--- src/pmc_pkg.sv ---
// power-mode controller package: register map, field positions, reset values
// assumes a 32-bit classic wishbone slave port, one register per aligned word
package pmc_pkg;
  // register indices (printed offsets); byte address is four times the index
  localparam logic [7:0] PMC_PWR_CTRL_IDX = 8'h87;
  localparam logic [7:0] PMC_CLK_CTRL_IDX = 8'hf9;
  localparam logic [7:0] PMC_STATUS_IDX = 8'hfa;
  // power_control fields
  localparam int PMC_IDLE_BIT = 0;
  localparam int PMC_PD_BIT = 1;
  localparam int PMC_UART1_TX_CLOCK_SELECT_BIT = 2;
  localparam int PMC_UART1_RX_CLOCK_SELECT_BIT = 3;
  localparam int PMC_COLD_BIT = 4;
  localparam int PMC_UART1_BAUD_DOUBLE_BIT = 6;
  localparam int PMC_UART0_BAUD_DOUBLE_BIT = 7;
  localparam logic [7:0] PMC_PWR_CTRL_RST = 8'h00;
  localparam logic [7:0] PMC_PWR_CTRL_WMASK = 8'hcf;
  // clock_control_reg fields
  localparam int PMC_DIV_LSB = 0;
  localparam int PMC_AUTO_BIT = 3;
  localparam int PMC_DBG_BIT = 4;
  localparam logic [7:0] PMC_CLK_CTRL_RST = 8'h10;
  localparam logic [7:0] PMC_CLK_CTRL_WMASK = 8'h1f;
  // cycles of core clock a supervisor reset holds the core after idle
  localparam int PMC_RESTART_CYCLES = 3;
  typedef enum logic [1:0] {PMC_RUN, PMC_IDLE, PMC_PDOWN, PMC_RESTART} pmc_mode_t;
endpackage

--- src/pmc_power_mode.sv ---
// power-mode controller: idle, power-down, core clock prescaler, power register
// assumes the core, peripherals and supervisor share clk_i (the oscillator)
//
// Function
// - idle gates the core and watchdog clocks
// - peripheral interrupt or supervisor reset ends idle
// - port outputs hold in idle and power-down
// - setting idle_request bit 0 enters idle
// - core state retained through idle
// - enabled interrupt clears idle_request in hardware
// - supervisor reset ends idle, restart after three
// - power-down stops oscillator, core, peripheral clocks
// - setting powerdown_request bit 1 enters power-down
// - only supervisor resets end power-down, never watchdog
// - watchdog stopped in idle, other resets live
// - bus pins rest idle levels in low power
// - prescaler divides oscillator by one to 2048
// - division applies only to core and watchdog
// - auto restore forces divider to zero on interrupt
// - cold start flag set by power-on or by a software write of bit 4
// - bits 7,6 are uart baud doubling
// - bits 3,2 uart1 clock selects, bit5 reserved
// - divider codes select 1,2,4,...,32,1024,2048
// - new divider applies immediately on write
//
// Register access over Wishbone was decided locally.
`timescale 1ns/1ps
module pmc_power_mode
  import pmc_pkg::*;
#(
  parameter int DIV_W = 11
)
(
  input wire logic clk_i,
  input wire logic rst_i,
  // classic wishbone slave
  input wire logic wb_cyc_i,
  input wire logic wb_stb_i,
  input wire logic wb_we_i,
  input wire logic [11:0] wb_adr_i,
  input wire logic [3:0] wb_sel_i,
  input wire logic [31:0] wb_dat_i,
  output logic [31:0] wb_dat_o,
  output logic wb_ack_o,
  output logic wb_err_o,
  // supervisor and events
  input wire logic power_on_reset_i,
  input wire logic sup_reset_i,
  input wire logic watchdog_reset_i,
  input wire logic irq_any_i,
  // core-side bus and ports
  input wire logic [23:0] port_out_i,
  input wire logic ale_i,
  input wire logic program_fetch_strobe_n_i,
  input wire logic rd_n_i,
  input wire logic wr_n_i,
  input wire logic [7:0] muxed_addr_data_low_i,
  input wire logic [7:0] addr_high_byte_i,
  // clock enables and controls
  output logic osc_enable_o,
  output logic core_clk_en_o,
  output logic peripheral_clk_en_o,
  output logic watchdog_clk_en_o,
  output logic core_reset_o,
  output logic [23:0] port_out_o,
  output logic ale_o,
  output logic program_fetch_strobe_n_o,
  output logic rd_n_o,
  output logic wr_n_o,
  output logic [7:0] muxed_addr_data_low_o,
  output logic [7:0] addr_high_byte_o,
  output logic uart0_baud_double_o,
  output logic uart1_baud_double_o,
  output logic uart1_rx_clock_select_o,
  output logic uart1_tx_clock_select_o,
  output logic debug_cmp_enable_o
);

  // ----------------------------------------------------------------
  // input synchronisers
  // ----------------------------------------------------------------
  logic [2:0] sync1;
  logic [2:0] sync2;
  logic por_s;
  logic sup_s;
  logic irq_s;

  // two stages before any logic reads the asynchronous inputs
  always_ff @(posedge clk_i)
  begin
    sync1 <= {power_on_reset_i, sup_reset_i, irq_any_i};
    sync2 <= sync1;
  end
  // a power-on reset counts as a supervisor reset as well
  assign por_s = sync2[2];
  assign sup_s = sync2[1] | sync2[2];
  assign irq_s = sync2[0];

  // ----------------------------------------------------------------
  // bus decode
  // ----------------------------------------------------------------
  logic req;
  logic hit_pwr;
  logic hit_clk;
  logic hit_sts;
  logic wr_pwr;
  logic wr_clk;
  logic [7:0] power_control;
  logic [7:0] clock_control_reg;
  pmc_mode_t mode;
  logic [1:0] restart_cnt;

  function automatic logic [7:0] merge(input logic [7:0] cur, input logic [7:0] wd, input logic [7:0] m);
    merge = (cur & ~m) | (wd & m);
  endfunction

  assign req = wb_cyc_i & wb_stb_i & ~wb_ack_o & ~wb_err_o;
  assign hit_pwr = wb_adr_i[11:2] == {2'h0, PMC_PWR_CTRL_IDX};
  assign hit_clk = wb_adr_i[11:2] == {2'h0, PMC_CLK_CTRL_IDX};
  assign hit_sts = wb_adr_i[11:2] == {2'h0, PMC_STATUS_IDX};
  assign wr_pwr = req & wb_we_i & wb_sel_i[0] & hit_pwr;
  assign wr_clk = req & wb_we_i & wb_sel_i[0] & hit_clk;

  always_ff @(posedge clk_i)
  begin
    if (rst_i)
    begin
      wb_ack_o <= 1'b0;
      wb_err_o <= 1'b0;
      wb_dat_o <= 32'h0;
    end
    else
    begin
      wb_ack_o <= req & (hit_pwr | hit_clk | hit_sts);
      wb_err_o <= req & ~(hit_pwr | hit_clk | hit_sts);
      if (req & ~wb_we_i)
      begin
        if (hit_pwr)
          wb_dat_o <= {24'h0, power_control};
        else if (hit_clk)
          wb_dat_o <= {24'h0, clock_control_reg};
        else if (hit_sts)
          wb_dat_o <= {30'h0, mode};
        else
          wb_dat_o <= 32'h0;
      end
    end
  end

  // ----------------------------------------------------------------
  // power_control register
  // ----------------------------------------------------------------
  logic cold_seen;

  // cold start flag: hardware set wins over software clear
  always_ff @(posedge clk_i)
  begin
    if (rst_i)
      cold_seen <= 1'b0;
    else
      cold_seen <= por_s;
  end

  always_ff @(posedge clk_i)
  begin
    if (rst_i)
      power_control <= PMC_PWR_CTRL_RST;
    else if (sup_s)
    begin
      // supervisor reset keeps the cold flag; power-on sets it
      power_control <= PMC_PWR_CTRL_RST;
      power_control[PMC_COLD_BIT] <= power_control[PMC_COLD_BIT] | por_s;
    end
    else
    begin
      if (wr_pwr)
        power_control <= merge(power_control, wb_dat_i[7:0], PMC_PWR_CTRL_WMASK | 8'h10);
      if (cold_seen)
        power_control[PMC_COLD_BIT] <= 1'b1;
      if (irq_s & (mode == PMC_IDLE))
        power_control[PMC_IDLE_BIT] <= 1'b0;
    end
  end

  // ----------------------------------------------------------------
  // clock_control_reg and prescaler
  // ----------------------------------------------------------------
  logic [2:0] div_sel;
  logic [DIV_W-1:0] div_cnt;
  logic div_tick;

  always_ff @(posedge clk_i)
  begin
    if (rst_i)
      clock_control_reg <= PMC_CLK_CTRL_RST;
    else if (irq_s & clock_control_reg[PMC_AUTO_BIT])
      clock_control_reg[PMC_DIV_LSB +: 3] <= 3'h0;
    else if (wr_clk)
      clock_control_reg <= merge(clock_control_reg, wb_dat_i[7:0], PMC_CLK_CTRL_WMASK);
  end

  assign div_sel = clock_control_reg[PMC_DIV_LSB +: 3];

  function automatic logic [DIV_W-1:0] div_mask(input logic [2:0] sel);
    unique case (sel)
      3'h0: div_mask = DIV_W'(0);
      3'h1: div_mask = DIV_W'(1);
      3'h2: div_mask = DIV_W'(3);
      3'h3: div_mask = DIV_W'(7);
      3'h4: div_mask = DIV_W'(15);
      3'h5: div_mask = DIV_W'(31);
      3'h6: div_mask = DIV_W'(1023);
      3'h7: div_mask = DIV_W'(2047);
    endcase
  endfunction

  // free-running counter: a new divider acts from the next edge
  always_ff @(posedge clk_i)
  begin
    if (rst_i)
      div_cnt <= '0;
    else
      div_cnt <= div_cnt + DIV_W'(1);
  end
  assign div_tick = (div_cnt & div_mask(div_sel)) == '0;

  // ----------------------------------------------------------------
  // mode machine
  // ----------------------------------------------------------------
  always_ff @(posedge clk_i)
  begin
    if (rst_i)
    begin
      mode <= PMC_RUN;
      restart_cnt <= 2'h0;
    end
    else
    begin
      unique case (mode)
        PMC_RUN:
          if (power_control[PMC_PD_BIT])
            mode <= PMC_PDOWN;
          else if (power_control[PMC_IDLE_BIT])
            mode <= PMC_IDLE;
        PMC_IDLE:
          if (sup_s)
          begin
            mode <= PMC_RESTART;
            restart_cnt <= 2'h0;
          end
          else if (power_control[PMC_PD_BIT])
            mode <= PMC_PDOWN;
          else if (!power_control[PMC_IDLE_BIT])
            mode <= PMC_RUN;
        // only the supervisor ends power-down; the watchdog input is not used
        PMC_PDOWN:
          if (sup_s)
          begin
            mode <= PMC_RESTART;
            restart_cnt <= 2'h0;
          end
        // restart counts core clock ticks, so it stretches with the divider
        PMC_RESTART:
          if (sup_s)
            restart_cnt <= 2'h0;
          else if (div_tick)
          begin
            if (restart_cnt == 2'(PMC_RESTART_CYCLES - 1))
              mode <= PMC_RUN;
            restart_cnt <= restart_cnt + 2'h1;
          end
      endcase
    end
  end

  // ----------------------------------------------------------------
  // outputs
  // ----------------------------------------------------------------
  logic low_power;
  logic [23:0] port_hold;
  assign low_power = (mode == PMC_IDLE) | (mode == PMC_PDOWN);

  // port values are captured while running and frozen in low power
  always_ff @(posedge clk_i)
  begin
    if (rst_i)
      port_hold <= 24'hffffff;
    else if (!low_power)
      port_hold <= port_out_i;
  end

  assign osc_enable_o = mode != PMC_PDOWN;
  assign core_clk_en_o = (mode == PMC_RUN) & div_tick;
  assign watchdog_clk_en_o = (mode == PMC_RUN) & div_tick;
  assign peripheral_clk_en_o = mode != PMC_PDOWN;
  assign core_reset_o = mode == PMC_RESTART;
  assign port_out_o = low_power ? port_hold : port_out_i;
  assign ale_o = low_power ? 1'b0 : ale_i;
  assign program_fetch_strobe_n_o = low_power | program_fetch_strobe_n_i;
  assign rd_n_o = low_power | rd_n_i;
  assign wr_n_o = low_power | wr_n_i;
  assign muxed_addr_data_low_o = low_power ? 8'hff : muxed_addr_data_low_i;
  assign addr_high_byte_o = low_power ? 8'hff : addr_high_byte_i;
  assign uart0_baud_double_o = power_control[PMC_UART0_BAUD_DOUBLE_BIT];
  assign uart1_baud_double_o = power_control[PMC_UART1_BAUD_DOUBLE_BIT];
  assign uart1_rx_clock_select_o = power_control[PMC_UART1_RX_CLOCK_SELECT_BIT];
  assign uart1_tx_clock_select_o = power_control[PMC_UART1_TX_CLOCK_SELECT_BIT];
  assign debug_cmp_enable_o = clock_control_reg[PMC_DBG_BIT];

  // ----------------------------------------------------------------
  // checks
  // ----------------------------------------------------------------
  idle_core_stop_a: assert property (@(posedge clk_i) disable iff (rst_i)
    (mode == PMC_IDLE) |-> !core_clk_en_o && peripheral_clk_en_o) else $error("idle clocks wrong");
  pd_all_stop_a: assert property (@(posedge clk_i) disable iff (rst_i)
    (mode == PMC_PDOWN) |-> !osc_enable_o && !peripheral_clk_en_o) else $error("power-down clocks run");
  idle_enter_a: assert property (@(posedge clk_i) disable iff (rst_i || sup_s)
    (mode == PMC_RUN && power_control[0] && !power_control[1]) |=> mode == PMC_IDLE) else $error("idle not entered");
  both_req_pd_a: assert property (@(posedge clk_i) disable iff (rst_i || sup_s)
    (mode == PMC_RUN && power_control[1]) |=> mode == PMC_PDOWN) else $error("power-down not entered");
  irq_clear_idle_a: assert property (@(posedge clk_i) disable iff (rst_i || sup_s)
    (mode == PMC_IDLE && irq_s) |=> !power_control[0] ##1 mode == PMC_RUN) else $error("idle not ended");
  pd_wake_a: assert property (@(posedge clk_i) disable iff (rst_i)
    (mode == PMC_PDOWN && !sup_s) |=> mode == PMC_PDOWN) else $error("power-down left");
  bus_rest_a: assert property (@(posedge clk_i) disable iff (rst_i)
    low_power |-> !ale_o && rd_n_o && wr_n_o && muxed_addr_data_low_o == 8'hff) else $error("bus not at rest");
  auto_restore_a: assert property (@(posedge clk_i) disable iff (rst_i)
    (irq_s && clock_control_reg[3]) |=> clock_control_reg[2:0] == 3'h0) else $error("divider not restored");
  wdog_idle_a: assert property (@(posedge clk_i) disable iff (rst_i)
    low_power |-> !watchdog_clk_en_o) else $error("watchdog runs in low power");
  port_hold_a: assert property (@(posedge clk_i) disable iff (rst_i)
    (low_power && $past(low_power)) |-> $stable(port_out_o)) else $error("port changed");

  // ----------------------------------------------------------------
  // restart, register and bus checks
  // ----------------------------------------------------------------
  sup_idle_exit_a: assert property (@(posedge clk_i) disable iff (rst_i)
    ((mode == PMC_IDLE) && sup_s) |=> core_reset_o && !power_control[PMC_IDLE_BIT] && !power_control[PMC_PD_BIT])
    else $error("supervisor reset did not end idle");
  restart_end_a: assert property (@(posedge clk_i) disable iff (rst_i)
    (core_reset_o && !sup_s && div_tick && (restart_cnt == 2'(PMC_RESTART_CYCLES - 1))) |=> (mode == PMC_RUN))
    else $error("restart too long");
  restart_hold_a: assert property (@(posedge clk_i) disable iff (rst_i)
    (core_reset_o && !div_tick) |=> core_reset_o)
    else $error("restart ended without a core tick");
  cold_por_a: assert property (@(posedge clk_i) disable iff (rst_i)
    por_s |=> power_control[PMC_COLD_BIT])
    else $error("cold flag not set by power-on");
  cold_warm_a: assert property (@(posedge clk_i) disable iff (rst_i)
    (sup_s && !por_s && !cold_seen && !power_control[PMC_COLD_BIT]) |=> !power_control[PMC_COLD_BIT])
    else $error("cold flag set by warm reset");
  reserved_zero_a: assert property (@(posedge clk_i) disable iff (rst_i)
    power_control[5] == 1'b0)
    else $error("reserved bit set");
  uart_write_a: assert property (@(posedge clk_i) disable iff (rst_i)
    (wr_pwr && !sup_s) |=> (uart0_baud_double_o == $past(wb_dat_i[PMC_UART0_BAUD_DOUBLE_BIT])) &&
      (uart1_baud_double_o == $past(wb_dat_i[PMC_UART1_BAUD_DOUBLE_BIT])))
    else $error("baud doubling bits not written");
  uart_clk_sel_a: assert property (@(posedge clk_i) disable iff (rst_i)
    (wr_pwr && !sup_s) |=> (uart1_rx_clock_select_o == $past(wb_dat_i[PMC_UART1_RX_CLOCK_SELECT_BIT])) &&
      (uart1_tx_clock_select_o == $past(wb_dat_i[PMC_UART1_TX_CLOCK_SELECT_BIT])))
    else $error("uart clock selects not written");
  div_write_a: assert property (@(posedge clk_i) disable iff (rst_i)
    (wr_clk && !(irq_s && clock_control_reg[PMC_AUTO_BIT])) |=> (div_sel == $past(wb_dat_i[2:0])))
    else $error("divider write delayed");
  full_speed_a: assert property (@(posedge clk_i) disable iff (rst_i)
    ((mode == PMC_RUN) && (div_sel == 3'h0)) |-> core_clk_en_o)
    else $error("undivided core clock gated");
  periph_run_a: assert property (@(posedge clk_i) disable iff (rst_i)
    (mode != PMC_PDOWN) |-> peripheral_clk_en_o && osc_enable_o)
    else $error("peripheral clock divided or stopped");
  wdog_no_wake_a: assert property (@(posedge clk_i) disable iff (rst_i)
    ((mode == PMC_PDOWN) && watchdog_reset_i && !sup_s) |=> (mode == PMC_PDOWN))
    else $error("watchdog ended power-down");
  bus_rest_hi_a: assert property (@(posedge clk_i) disable iff (rst_i)
    low_power |-> program_fetch_strobe_n_o && (addr_high_byte_o == 8'hff))
    else $error("fetch strobe or high address not at rest");
  ack_pulse_a: assert property (@(posedge clk_i) disable iff (rst_i)
    wb_ack_o |=> !wb_ack_o)
    else $error("ack longer than one cycle");
  err_unmapped_a: assert property (@(posedge clk_i) disable iff (rst_i)
    (req && !(hit_pwr | hit_clk | hit_sts)) |=> wb_err_o && !wb_ack_o)
    else $error("unmapped access not refused");

endmodule // pmc_power_mode

--- config.mk ---
export PLATFORM = sky130hd
export DESIGN_NAME = pmc_power_mode
export DESIGN_NICKNAME = d
export VERILOG_FILES = /design/src/pmc_pkg.sv /design/src/pmc_power_mode.sv
export SDC_FILE = /design/constraint.sdc
export NUM_CORES = 1
export LEC_CHECK = 0
export BUFFER_PORTS_ARGS = -buffer_cell sky130_fd_sc_hd__buf_2
export CAP_MARGIN = 40
export CORE_MARGIN = 3
export CORE_UTILIZATION = 44
export CTS_CLUSTER_DIAMETER = 200
export DETAILED_ROUTE_END_ITERATION = 10
export PLACE_DENSITY = 0.79
export SLEW_MARGIN = 20
export SYNTH_ARGS = -nofsm -noshare
export SYNTH_HDL_FRONTEND = slang
export SYNTH_SLANG_ARGS = --single-unit
export TNS_END_PERCENT = 10
--- constraint.sdc ---
create_clock -name clk_i -period 2.3 [get_ports clk_i]
set_clock_uncertainty 0.05 [all_clocks]
set_input_delay 0.46 -clock clk_i [delete_from_list [all_inputs] [get_ports clk_i]]
set_output_delay 0.46 -clock clk_i [all_outputs]
set_load 0.01 [all_outputs]
==> impl_metrics.yaml <==
placement:
  placed_area_um2: 4060
  dp_slack_ns: 0.182
  port_buffers: 132
  placedCellCount: 585
  dp_hpwl_um: 5790
  gp_congestion: 0.783
run:
  cap_viol_max_count: 0
layout:
  fin_area_um2: 4610
  regMostFlops: "port_hold"
  antenna_cells: 0
  final_layout_size_suffix_gt1_share_pct: 48.0
  multiInputGateArea_um2: 1830
  post-route-util_pct: 62.6
  area_delta_synth_final_pct: 35.6
  top_regs: "port_hold: 24 flops, div_cnt: 11 flops"
  fill_cells: 608
  nNetsFinal: 609
  regArea_um2: 1490
  fin_cells: 605
  final_cell_mix: "111 x buf_2, 70 x dfxtp_1, 44 x or2_2"
  final_common_cell: "buf_2"
  largest_reg_flops: 24
sta:
  fmax_mhz: 431
  grt_setup_unrepaired: "yes"
  hold_viol_final: 0
  setup_tns_ns: -0.0348
  finalCritPeriodShare_pct: 101
  setup_ws_ns: -0.0196
  drv_slew: 0
  fin_hold_ws_ns: 0.167
  fin_crit_ns: 2.32
  setup_viol_count_final: 2
grt:
  grt_start_max_net_pins: 32
  grt_pass1_vias: 2857
  grt_usage_pct: 18.0
  antenna_found_initial: 0
  grt_pass1_wl_um: 12600
  grt_overflow_total: 0
routing:
  drcViolationCount: 0
  vias_per_cell: 4.89
  vias: 2956
  ant_nets: 0
  post_drt_wl_per_cell_um: 14.0
  drtIter0Drc: 87
  totalWireLength_um: 8450
  drtPass1Iterations: 4
min_path:
  hold_path_startpoint: "sup_reset_i"
  hold_path_end: "sync1[1]"
  whs_path_depth: 1
  hp-class: "in -> reg"
floorplan:
  core_area_um2: 7370
  die_h_um: 93.9
  rows: 31
  die_w_um: 93.9
  die_area_um2: 8820
  io_pins: 189
  start_util_pct: 46.2
setup_path:
  reg2reg_setup_slack_ns: 0.04
  critPathLaunchType: "register"
  worstRegToRegCells: 7
  path_max_fanout: 3
  cp_cell_sequence: "or4_4 -> o21ai_4 -> nand4_4 -> nor2_4 -> buf_2"
  r2r-end: "restart_cnt[1]"
  crit_type: "reg -> out"
  worst-path-buf-inv: 1
  critical-path-top-delay-family: "simple AND/OR/NAND/NOR gates"
  cp.arrival_ns: 1.81
  endpoint_kind: "output port"
  worstReg2RegStart: "div_cnt[9]"
  cpPeakStageDelay_ns: 0.55
  critPathSlowestCell: "or4_4"
  cp.required_ns: 1.79
yosys:
  netlist_area_um2: 3400
  ys_ff_latch: 74
  yosysWarnings: 0
  synth_edf_count: 0
  synth_area_per_cell_um2: 9.24
  synth_top_area_share_pct: 43.5
  synthArstFlopShare_pct: 0
  yosys.area.top_type: "dfxtp_1"
  synthCells: 368
  synthFlopType: "dfxtp_1"
  yosysSeqAreaShare_pct: 43.5
  synth_area_leaders: "dfxtp_1 44%, mux2_2 8.9%, or2_2 8.1%"
  yosysUniqueCellTypes: 50
pwr:
  power_frac_comb_pct: 26.8
  p_per_area_nw_per_um2: 723
  p_leak_nw: 2.11
  intPower_mw: 2.46
  clock_power_share_pct: 31.9
  p_sw_mw: 0.880
  p_sw_share_pct: 26.4
  power.total_mw: 3.34
  p_seq_share_pct: 41.3
  ir_drop_mv: 0.538
clock_tree:
  cts_buffer_depth: 2
  numCtsBuffers: 9
  path_clk_slew_ns: 0.07
  cts_root_buffer: "clkbuf_8"
  cts_sinks: 74
  cts_tree: "built"
  htreeDepth: 3
  clk_latency_ns: 0.34
run_status:
  violations: "negative setup slack"
  status: "finished with violations"
[worst max-delay path by stage]
stage / from / end / depth (start not counted)
final: div_cnt[9] / watchdog_clk_en_o / 5
after floorplan: mode[1] / port_out_o[0] / 4
after detailed placement: mode[1] / port_out_o[18] / 5
after CTS: div_cnt[9] / watchdog_clk_en_o / 5
after global routing: div_cnt[9] / watchdog_clk_en_o / 5
after global placement: mode[0] / port_out_o[10] / 5
[Yosys cell counts (4+ instances only)]
master / instances
nand4_1: 4
nor3_1: 8
nand2_1: 26
buf_4: 27
nand3_1: 17
ha_1: 7
xor2_1: 5
xnor2_1: 4
dfxtp_1: 74
a21oi_1: 17
clkbuf_1: 11
inv_1: 9
o21ai_0: 9
mux2_2: 27
a22o_1: 5
or2_2: 44
nor2_1: 24
[power by group through the flow]
stage | logic, mW | registers, mW | clock network, mW
after floorplan | 0.456 | 1.39 | 0
after global placement | 0.649 | 1.40 | 0
after detailed placement | 0.665 | 1.40 | 0
after CTS | 0.745 | 1.37 | 1.09
after global routing | 0.963 | 1.38 | 1.15
final | 0.893 | 1.38 | 1.06
[cell type report]
| cell class | instances | area share, % |
|---|---|---|
| flip-flops and latches | 74 | 32.3 |
| inverters | 9 | 0.841 |
| repair buffers | 142 | 19.9 |
| clock buffers | 12 | 2.93 |
| well taps | 99 | 2.69 |
| clock inverters | 4 | 1.65 |
| multi-input cells | 265 | 39.6 |
[cell families after synthesis]
| logic type | share of synthesized area [%] |
|---|---|
| adders and majority gates | 2.57 |
| and+or+nand+nor | 23.5 |
| other | 0.110 |
| DFF | 43.5 |
| buffers and inverters | 9.08 |
| xor gates and xnor gates | 2.32 |
| muxes | 9.53 |
| AOI/OAI and AO/OA | 9.31 |
[routing by layer]
metal / vias up / share of wire [%] / track usage, %
met2: 123 / 50 / 32.3
li1: 1464 / - / -
met5: - / 0 / 0
met1: 1361 / 41 / 19.7
met3: 8 / 8.3 / 6.33
met4: 0 / 0.81 / 5.90
[timing repair]
item                       in CTS  in global routing
pin swaps                       1                  1
gates cloned                    2                  0
resized for setup              12                 50
setup endpoints to repair      45                 44
buffers inserted                1                  1
hold buffers                    0                  0
No activity file was read; power rests on OpenSTA's default activity.
